**src/hdl/pis_pkg.sv**
```systemverilog
// Purpose: Shared constants for the period interrupt and source select block
// Assumes: APB with 32-bit data, register byte address is four times the index
// Notes:   Register indices keep the printed offsets, the bus word is index * 4
package pis_pkg;
  // Register indices
  localparam logic [10:0] IDX_ERS  = 11'h460; // ext_reset_source_select
  localparam logic [10:0] IDX_CLK  = 11'h461; // timer_clock_source_select
  localparam logic [10:0] IDX_LDS  = 11'h462; // autoload_trigger_select
  localparam logic [10:0] IDX_PR   = 11'h463; // period_register
  localparam logic [10:0] IDX_POS  = 11'h466; // period_postscale_value
  localparam logic [10:0] IDX_GIR  = 11'h467; // slice_param_flags
  localparam logic [10:0] IDX_GIE  = 11'h468; // slice_param_enables
  localparam logic [10:0] IDX_CON  = 11'h469; // module enable
  localparam logic [10:0] IDX_IRQ  = 11'h46a; // interrupt flags and enables

  // Field positions
  localparam int CON_EN_BIT   = 7;
  localparam int IRQ_PIF_BIT  = 0;
  localparam int IRQ_PIE_BIT  = 1;
  localparam int IRQ_SUMF_BIT = 2;
  localparam int IRQ_SUME_BIT = 3;

  // Reset values
  localparam logic [3:0]  RST_SEL  = 4'h0;
  localparam logic [15:0] RST_PR   = 16'h0000;
  localparam logic [7:0]  RST_POS  = 8'h00;
  localparam logic [1:0]  RST_GI   = 2'h0;

  // External reset source codes
  localparam logic [3:0] ERS_OFF   = 4'h0;
  localparam logic [3:0] ERS_PIN   = 4'h1;
  localparam logic [3:0] ERS_SL_LO = 4'h2;
  localparam logic [3:0] ERS_SL_HI = 4'h7;
  localparam logic [3:0] ERS_LC_LO = 4'h8;
  localparam logic [3:0] ERS_LC_HI = 4'hb;

  // Clock source codes
  localparam logic [3:0] CLK_PIN1  = 4'h1;
  localparam logic [3:0] CLK_SYS   = 4'h2;
  localparam logic [3:0] CLK_OSC_HI = 4'h8;
  localparam logic [3:0] CLK_RSVD  = 4'hf;

  // Auto-load trigger codes
  localparam logic [3:0] LDS_PIN0  = 4'h1;
  localparam logic [3:0] LDS_PIN1  = 4'h2;
  localparam logic [3:0] LDS_LC_LO = 4'h3;
  localparam logic [3:0] LDS_LC_HI = 4'h6;
  localparam logic [3:0] LDS_DMA_LO = 4'h7;
  localparam logic [3:0] LDS_DMA_HI = 4'ha;
endpackage : pis_pkg

```
**src/hdl/pis_top.sv**
```systemverilog
// Purpose: Period interrupt, postscaler, slice flag summary and source selects
// Assumes: clk_i is the selected timer clock; it stops when its source stops
// Notes:   Slice parameter events arrive as one-cycle pulses from the slices
// What this block does
// - Timer matching period value raises period event and returns timer to zero.
// - Period flag sets on each postscaled interrupt, stays until software clears.
// - Period flag reaches interrupt output only while its enable is set.
// - Postscaler passes one period interrupt per programmed count, 1:1 to 1:256.
// - Postscale value writes act on the comparison immediately.
// - Clearing module enable returns postscale counter to its initial count.
// - Each slice has two parameter flags, each with its own enable bit.
// - Summary flag is OR of enabled slice parameter flags, read only.
// - Summary flag drops once no set slice flag still has its enable bit set.
// - Summary flag reaches interrupt output only while summary enable is set.
// - Counting needs a running timer clock; without it everything halts.
// - External reset source code selects pin, other slices, logic cells.
// - Clock source code selects pins, system clock, oscillators, logic cells.
// - System clock stops in sleep, oscillators run, derived sources follow origin.
// - Auto-load trigger code selects pins, logic cells or DMA count done.
// - Period value is 16-bit read-write, reset zero, two byte fields.
// - One period interrupt after postscale value plus one period events.
// - Slice parameter flags set on the slice's mode-dependent events.
// - Clearing enable resets internal logic, keeps register contents.
//
// Decided for this implementation: the APB register port.
`timescale 1ns/1ps
module pis_top
  import pis_pkg::*;
#(
  parameter int INSTANCE = 1 // Instance number 1 to 3
) (
  input  wire logic        clk_i,           // Selected timer clock
  input  wire logic        nrst_i,          // Synchronous reset, active low
  input  wire logic        psel_i,          // APB select
  input  wire logic        penable_i,       // APB access phase
  input  wire logic        pwrite_i,        // APB write
  input  wire logic [12:0] paddr_i,         // APB byte address
  input  wire logic [31:0] pwdata_i,        // APB write data
  output logic      [31:0] prdata_o,        // APB read data
  output logic             pready_o,        // APB ready
  output logic             pslverr_o,       // APB error, unmapped address
  input  wire logic [15:0] period_buf_i,    // Buffered period value
  output logic      [15:0] period_value_o,  // Period register to buffer logic
  output logic      [15:0] timer_o,         // Period timer value
  output logic             period_evt_o,    // Period match event
  output logic             module_en_o,     // Module enable
  input  wire logic [1:0]  slice_evt_i,     // Parameter one/two events
  output logic             period_irq_o,    // Period interrupt request
  output logic             summary_irq_o,   // Summary interrupt request
  input  wire logic        reset_pin_i,     // Instance reset pin input
  input  wire logic [5:0]  slice_outs_i,    // Other slices, codes 2 to 7
  input  wire logic [3:0]  logic_cell_i,    // Logic cell outputs
  output logic             ext_reset_o,     // Selected external reset level
  input  wire logic        pin_clk0_i,      // Pin clock input zero
  input  wire logic        pin_clk1_i,      // Pin clock input one
  input  wire logic [3:0]  dma_done_i,      // DMA destination count done
  output logic             autoload_o,      // Selected auto-load trigger
  output logic      [3:0]  clk_sel_o,       // Timer clock source select
  input  wire logic        sleep_i,         // Device in sleep
  input  wire logic        origin_runs_i,   // Derived source origin runs in sleep
  output logic             clk_sleep_ok_o   // Selected clock runs now
);

  // Codes naming this instance's own slice outputs are reserved
  function automatic logic ers_own(input logic [3:0] code);
    logic [3:0] lo;
    lo = 4'(2 * INSTANCE);
    ers_own = (code == lo) || (code == lo + 4'h1);
  endfunction : ers_own

  // Software writes zero to clear a flag; hardware set always wins
  function automatic logic [1:0] flag_next(input logic [1:0] cur, input logic [1:0] set,
                                           input logic clr_wr, input logic [1:0] wd);
    flag_next = set | (clr_wr ? (cur & wd) : cur);
  endfunction : flag_next

  logic [3:0]  ers_sel;
  logic [3:0]  clk_sel;
  logic [3:0]  lds_sel;
  logic [15:0] period_value;
  logic [7:0]  postscale;
  logic [1:0]  slice_flags;
  logic [1:0]  slice_en;
  logic        enable;
  logic        pif;
  logic        pie;
  logic        sum_en;
  logic [15:0] timer;
  logic [7:0]  post_cnt;
  logic [2:0]  pin_s1;
  logic [2:0]  pin_s2;
  logic [31:0] rdata;

  // Bus decode
  wire         idx_ok   = paddr_i[1:0] == 2'h0;  // Word aligned accesses only
  wire  [10:0] idx      = paddr_i[12:2];
  wire         hit_ers  = idx_ok && idx == IDX_ERS;
  wire         hit_clk  = idx_ok && idx == IDX_CLK;
  wire         hit_lds  = idx_ok && idx == IDX_LDS;
  wire         hit_pr   = idx_ok && idx == IDX_PR;
  wire         hit_pos  = idx_ok && idx == IDX_POS;
  wire         hit_gir  = idx_ok && idx == IDX_GIR;
  wire         hit_gie  = idx_ok && idx == IDX_GIE;
  wire         hit_con  = idx_ok && idx == IDX_CON;
  wire         hit_irq  = idx_ok && idx == IDX_IRQ;
  wire         mapped   = hit_ers | hit_clk | hit_lds | hit_pr | hit_pos |
                          hit_gir | hit_gie | hit_con | hit_irq;
  wire         setup    = psel_i && !penable_i;
  wire         access   = psel_i && penable_i;
  wire         wr       = access && pwrite_i && mapped;

  // Period match and postscaler; clk_i stopping halts all of it
  wire         period_evt = enable && (timer == period_buf_i);
  wire         post_hit   = post_cnt == postscale;
  wire         post_irq   = period_evt && post_hit;
  wire         summary    = |(slice_flags & slice_en);
  wire         slice_wr   = wr && hit_gir;
  wire         irq_wr     = wr && hit_irq;
  wire  [1:0]  next_flags = flag_next(slice_flags, slice_evt_i, slice_wr,
                                      pwdata_i[1:0]);
  wire         next_pif   = post_irq | (pif & ~(irq_wr & ~pwdata_i[IRQ_PIF_BIT]));

  // Read mux, reserved bits read zero
  always_comb begin
    rdata = 32'h0000_0000;
    if (hit_ers) rdata[3:0] = ers_sel;
    if (hit_clk) rdata[3:0] = clk_sel;
    if (hit_lds) rdata[3:0] = lds_sel;
    if (hit_pr)  rdata[15:0] = period_value;
    if (hit_pos) rdata[7:0] = postscale;
    if (hit_gir) rdata[1:0] = slice_flags;
    if (hit_gie) rdata[1:0] = slice_en;
    if (hit_con) rdata[CON_EN_BIT] = enable;
    if (hit_irq) rdata[3:0] = {sum_en, summary, pie, pif};
  end

  // Read data captured in setup so the access phase needs no wait
  always_ff @(posedge clk_i) begin
    if (!nrst_i) prdata_o <= 32'h0000_0000;
    else if (setup) prdata_o <= rdata;
  end

  assign pready_o  = 1'b1;
  assign pslverr_o = access && !mapped;

  // Software registers; contents survive a module disable
  always_ff @(posedge clk_i) begin
    if (!nrst_i) begin
      ers_sel      <= RST_SEL;
      clk_sel      <= RST_SEL;
      lds_sel      <= RST_SEL;
      period_value <= RST_PR;
      postscale    <= RST_POS;
      slice_en     <= RST_GI;
      enable       <= 1'b0;
      pie          <= 1'b0;
      sum_en       <= 1'b0;
    end else if (wr) begin
      if (hit_ers) ers_sel <= pwdata_i[3:0];
      if (hit_clk) clk_sel <= pwdata_i[3:0];
      if (hit_lds) lds_sel <= pwdata_i[3:0];
      if (hit_pr)  period_value <= pwdata_i[15:0];
      if (hit_pos) postscale <= pwdata_i[7:0];
      if (hit_gie) slice_en <= pwdata_i[1:0];
      if (hit_con) enable <= pwdata_i[CON_EN_BIT];
      if (hit_irq) begin
        pie    <= pwdata_i[IRQ_PIE_BIT];
        sum_en <= pwdata_i[IRQ_SUME_BIT];
      end
    end
  end

  // Flags keep their state across disable
  always_ff @(posedge clk_i) begin
    if (!nrst_i) begin
      slice_flags <= RST_GI;
      pif         <= 1'b0;
    end else begin
      slice_flags <= next_flags;
      pif         <= next_pif;
    end
  end

  // Timer and postscale counter cleared while disabled
  always_ff @(posedge clk_i) begin
    if (!nrst_i || !enable) begin
      timer    <= 16'h0000;
      post_cnt <= 8'h00;
    end else if (period_evt) begin
      timer    <= 16'h0000;
      post_cnt <= post_hit ? 8'h00 : post_cnt + 8'h01;
    end else begin
      timer    <= timer + 16'h0001;
    end
  end

  // Pin synchronisers
  always_ff @(posedge clk_i) begin
    if (!nrst_i) begin
      pin_s1 <= 3'h0;
      pin_s2 <= 3'h0;
    end else begin
      pin_s1 <= {pin_clk1_i, pin_clk0_i, reset_pin_i};
      pin_s2 <= pin_s1;
    end
  end

  // External reset source; own slice codes and high codes disabled
  wire ers_slice = ers_sel >= ERS_SL_LO && ers_sel <= ERS_SL_HI && !ers_own(ers_sel);
  wire ers_lc    = ers_sel >= ERS_LC_LO && ers_sel <= ERS_LC_HI;
  assign ext_reset_o = (ers_sel == ERS_PIN) ? pin_s2[0] :
                       ers_slice ? slice_outs_i[ers_sel[2:0] - 3'h2] :
                       ers_lc    ? logic_cell_i[ers_sel[1:0]] :
                       1'b0;

  // Auto-load trigger source
  wire lds_lc  = lds_sel >= LDS_LC_LO && lds_sel <= LDS_LC_HI;
  wire lds_dma = lds_sel >= LDS_DMA_LO && lds_sel <= LDS_DMA_HI;
  wire [3:0] lc_idx  = lds_sel - LDS_LC_LO;
  wire [3:0] dma_idx = lds_sel - LDS_DMA_LO;
  assign autoload_o = (lds_sel == LDS_PIN0) ? pin_s2[1] :
                      (lds_sel == LDS_PIN1) ? pin_s2[2] :
                      lds_lc  ? logic_cell_i[lc_idx[1:0]] :
                      lds_dma ? dma_done_i[dma_idx[1:0]] :
                      1'b0;

  // Clock select goes to the clock mux; reserved code gives no clock
  wire clk_osc = clk_sel > CLK_SYS && clk_sel <= CLK_OSC_HI;
  wire clk_der = clk_sel <= CLK_PIN1 || (clk_sel > CLK_OSC_HI && clk_sel != CLK_RSVD);
  assign clk_sel_o      = clk_sel;
  assign clk_sleep_ok_o = !sleep_i ? (clk_sel != CLK_RSVD) :
                          clk_osc || (clk_der && origin_runs_i);

  // Outputs
  assign period_value_o = period_value;
  assign timer_o        = timer;
  assign period_evt_o   = period_evt;
  assign module_en_o    = enable;
  assign period_irq_o   = pif & pie;
  assign summary_irq_o  = summary & sum_en;
endmodule : pis_top

```
**config.mk**
```make
export PLATFORM = sky130hd
export DESIGN_NAME = pis_top
export DESIGN_NICKNAME = d
export VERILOG_FILES = /design/src/hdl/pis_pkg.sv /design/src/hdl/pis_top.sv
export SDC_FILE = /design/constraint.sdc
export NUM_CORES = 1
export LEC_CHECK = 0
export BUFFER_PORTS_ARGS = -buffer_cell sky130_fd_sc_hd__buf_2
export CAP_MARGIN = 20
export CORE_AREA = 2 2 131 133
export DETAILED_ROUTE_END_ITERATION = 10
export DIE_AREA = 0 0 133 135
export PLACE_DENSITY = 0.55
export SKIP_CTS_REPAIR_TIMING = 1
export SYNTH_ARGS = -nofsm -noshare
export SYNTH_HDL_FRONTEND = slang
export SYNTH_SLANG_ARGS = --single-unit
```
**constraint.sdc**
```tcl
create_clock -name clk_i -period 6.89 [get_ports clk_i]
set_input_delay 1.0335 -clock clk_i [delete_from_list [all_inputs] [get_ports clk_i]]
set_output_delay 1.0335 -clock clk_i [all_outputs]
set_load 0.05 [all_outputs]
```
==> impl_metrics.env <==
export IMPL_outcome="finished, final reports clean"
export IMPL_yosysSeqAreaShare_pct=37.19
export IMPL_critPathCaptureType="primary output"
export IMPL_fmax_mhz=266.0
export IMPL_relSlewSlack_pct=35.20
export IMPL_clockBufferDepth=2
export IMPL_critPathKind="input pin to primary output"
export IMPL_gp_congestion=0.8379
export IMPL_synth_area_leader_cell="dfxtp_1"
export IMPL_synth_xor_xnor_area_share_pct=6.870
export IMPL_final_hold_violation_count=0
export IMPL_drc_errors=0
export IMPL_synth_cell_area_mm2=0.004845
export IMPL_syn_inst=532
export IMPL_worstSkewPairLatency_ps=350
export IMPL_rr_endpoint="post_cnt[7]"
export IMPL_synth_area_leaders="dfxtp_1, mux2i_1, nor2b_1"
export IMPL_grt_pass1_vias=4052
export IMPL_min_to="pin_s2[2]"
export IMPL_dpl_cell_count=857
export IMPL_p_leak_nw=2.267
export IMPL_crit_fanout=11
export IMPL_layout_common_cells="buf_2, dfxtp_1, nor2b_1"
export IMPL_antennaDiodeCount=0
export IMPL_yosys_warnings=0
export IMPL_power_mw=1.104
export IMPL_grt_max_degree=70
export IMPL_core_mm2=0.01641
export IMPL_syn_avg_cell_area_um2=9.106
export IMPL_synth_adder_area_share_pct=1.550
export IMPL_post_drt_wl_per_cell_um=13.96
export IMPL_final_setup_tns_ps=0
export IMPL_hp_class="flop to flop"
export IMPL_layout_cells_non_filler=877
export IMPL_cts_buffers=9
export IMPL_grt_overflow=0
export IMPL_initial_core_util_pct=29.53
export IMPL_ys_flop_type="dfxtp_1"
export IMPL_drt_initial_drc_count=226
export IMPL_synth_top_cell_area_share_pct=37.19
export IMPL_htree_levels=3
export IMPL_final_setup_viol_count=0
export IMPL_startpoint_type="input pin"
export IMPL_synth_edff_count=0
export IMPL_cts_sinks=90
export IMPL_synth_seq_cells=90
export IMPL_tightest_slew_ps=972.0
export IMPL_dieArea_mm2=0.01796
export IMPL_grt_pass1_wl_um=20200
export IMPL_ir_worst_vdd_uv=105.8
export IMPL_clkTransAtPathRegs_ps=70
export IMPL_drive_gt1_share_pct=25.57
export IMPL_fin_crit_ps=3759
export IMPL_n_fill_cell=1709
export IMPL_ios=164
export IMPL_maxSlewViolCount=0
export IMPL_fin_skew_ps=12.25
export IMPL_r2r_cells=5
export IMPL_rr_startpoint="timer_o[14]"
export IMPL_arrival_ps=2730
export IMPL_synthSimpleGateAreaFrac_pct=24.54
export IMPL_area_growth_pct=22.55
export IMPL_routed_wl_um=12250
export IMPL_finalCritPeriodShare_pct=54.56
export IMPL_final_common_cell="buf_2"
export IMPL_ys_async_sr_fraction_pct=0
export IMPL_fp_dieH_um=135
export IMPL_ant_nets=0
export IMPL_rsz0062_at_grt="false"
export IMPL_dr_total_vias=4207
export IMPL_grt_use_total_pct=13.92
export IMPL_place_hpwl_um=9228
export IMPL_synth_mux_area_fraction_pct=12.84
export IMPL_synth_top_family_by_area="simple AND/OR/NAND/NOR gates"
export IMPL_cts_tree="done"
export IMPL_cap_violations=0
export IMPL_crit_required_ps=5860
export IMPL_synth_compound_area_share_pct=10.80
export IMPL_nets=745
export IMPL_p_per_area_mw_per_mm2=185.9
export IMPL_num_rows=47
export IMPL_firstDrtPassIters=5
export IMPL_io_buffers=130
export IMPL_cts_root_buf="clkbuf_16"
export IMPL_die_w_um=133
export IMPL_antenna_found_initial=0
export IMPL_ff2ff_setup_slack_ps=4580
export IMPL_hold_start="pin_s1[2]"
export IMPL_avgViaCountPerCell=4.797
export IMPL_whs_path_depth=1
export IMPL_synth_cell_types=58
==> metrics by stage <==
step	utilization, %	setup WS [ps]	area (um^2)	hold WS (ps)
6_report	36.19	3131	5937	436.3
5_1_grt	36.19	3015	5937	463.7
4_1_cts	35.91	3067	5892	437.4
3_5_place_dp	34.11	2968	5597	421.6
3_3_place_gp	34.11	3074	5597	417.6
2_1_floorplan	-	3188	4901	411.9
==> routing by layer <==
metal / vias to the layer above / global-route usage (%) / wire length [um]
met4: 0 / 5.018 / 215
met2: 133 / 23.40 / 5725
met3: 15 / 3.566 / 702
met5: - / 0 / 0
li1: 2091 / - / -
met1: 1968 / 17.29 / 5603
==> worst max-delay path: stages <==
cell and delay, ps:
buf_2 100, xnor2_1 210, nand4_1 180, or4_1 760, nor2_1 160, buf_2 280
==> Yosys cell counts (all sizes together) (2+ instances only) <==
| library cell | count |
|---|---|
| mux4 | 7 |
| a31oi | 2 |
| xnor2 | 35 |
| o21a | 3 |
| mux2i | 43 |
| nand4bb | 2 |
| nand4 | 15 |
| nand2b | 2 |
| or4b | 2 |
| o31ai | 8 |
| a221oi | 4 |
| and4 | 2 |
| and3 | 3 |
| nor2 | 41 |
| nor4b | 2 |
| or2 | 2 |
| or4 | 2 |
| clkbuf | 20 |
| and2 | 10 |
| ha | 6 |
| xor2 | 3 |
| o21ai | 11 |
| nand2 | 27 |
| a21oi | 19 |
| buf | 21 |
| a21boi | 14 |
| nand4b | 2 |
| inv | 15 |
| nor3b | 5 |
| nor4 | 6 |
| nand3 | 29 |
| mux2 | 3 |
| o211ai | 6 |
| nor3 | 6 |
| nor2b | 49 |
| dfxtp | 90 |
| conb | 2 |
==> how the worst max path moves through the flow <==
| stage | from | endpoint | slack, ps |
|---|---|---|---|
| after floorplan | period_buf_i[1] | period_evt_o | 3190 |
| after global placement | period_buf_i[14] | period_evt_o | 3070 |
| after detailed placement | paddr_i[0] | period_value_o[15] | 2970 |
| after CTS | period_buf_i[14] | period_evt_o | 3070 |
| after global routing | period_buf_i[14] | period_evt_o | 3020 |
| final | period_buf_i[14] | period_evt_o | 3130 |
==> final cells by class <==
class | count | area [um^2] | share of cell area (%)
repair buffers | 135 | 703.2 | 11.84
clock inverters | 7 | 70.07 | 1.180
well taps | 220 | 275.3 | 4.636
multi-input cells | 401 | 2805 | 47.25
clock buffers | 9 | 225.2 | 3.793
flip-flops and latches | 90 | 1802 | 30.35
inverters | 15 | 56.30 | 0.9484
==> power by group <==
part / switching, mW / internal, mW
sequential: 0.00179 / 0.524
clock: 0.229 / 0.254
combinational: 0.0610 / 0.0340
total: 0.292 / 0.812
==> logic make-up after synthesis <==
group / count (synthesis)
buf+inv: 56
fa+ha+maj: 6
xor+xnor: 38
other cells: 2
flops: 90
simple gates: 209
compound gates: 78
mux: 53
==> sequential cells by signal, summed over array words and instances, names as in the netlist, 3 cells and up <==
name,count
post_cnt,8
postscale,8
pin_s2,3
pin_s1,3
prdata_o,16
lds_sel,4
clk_sel_o,4
ers_sel,4
timer_o,16
period_value_o,16
Power figures use the tool's default switching activity.
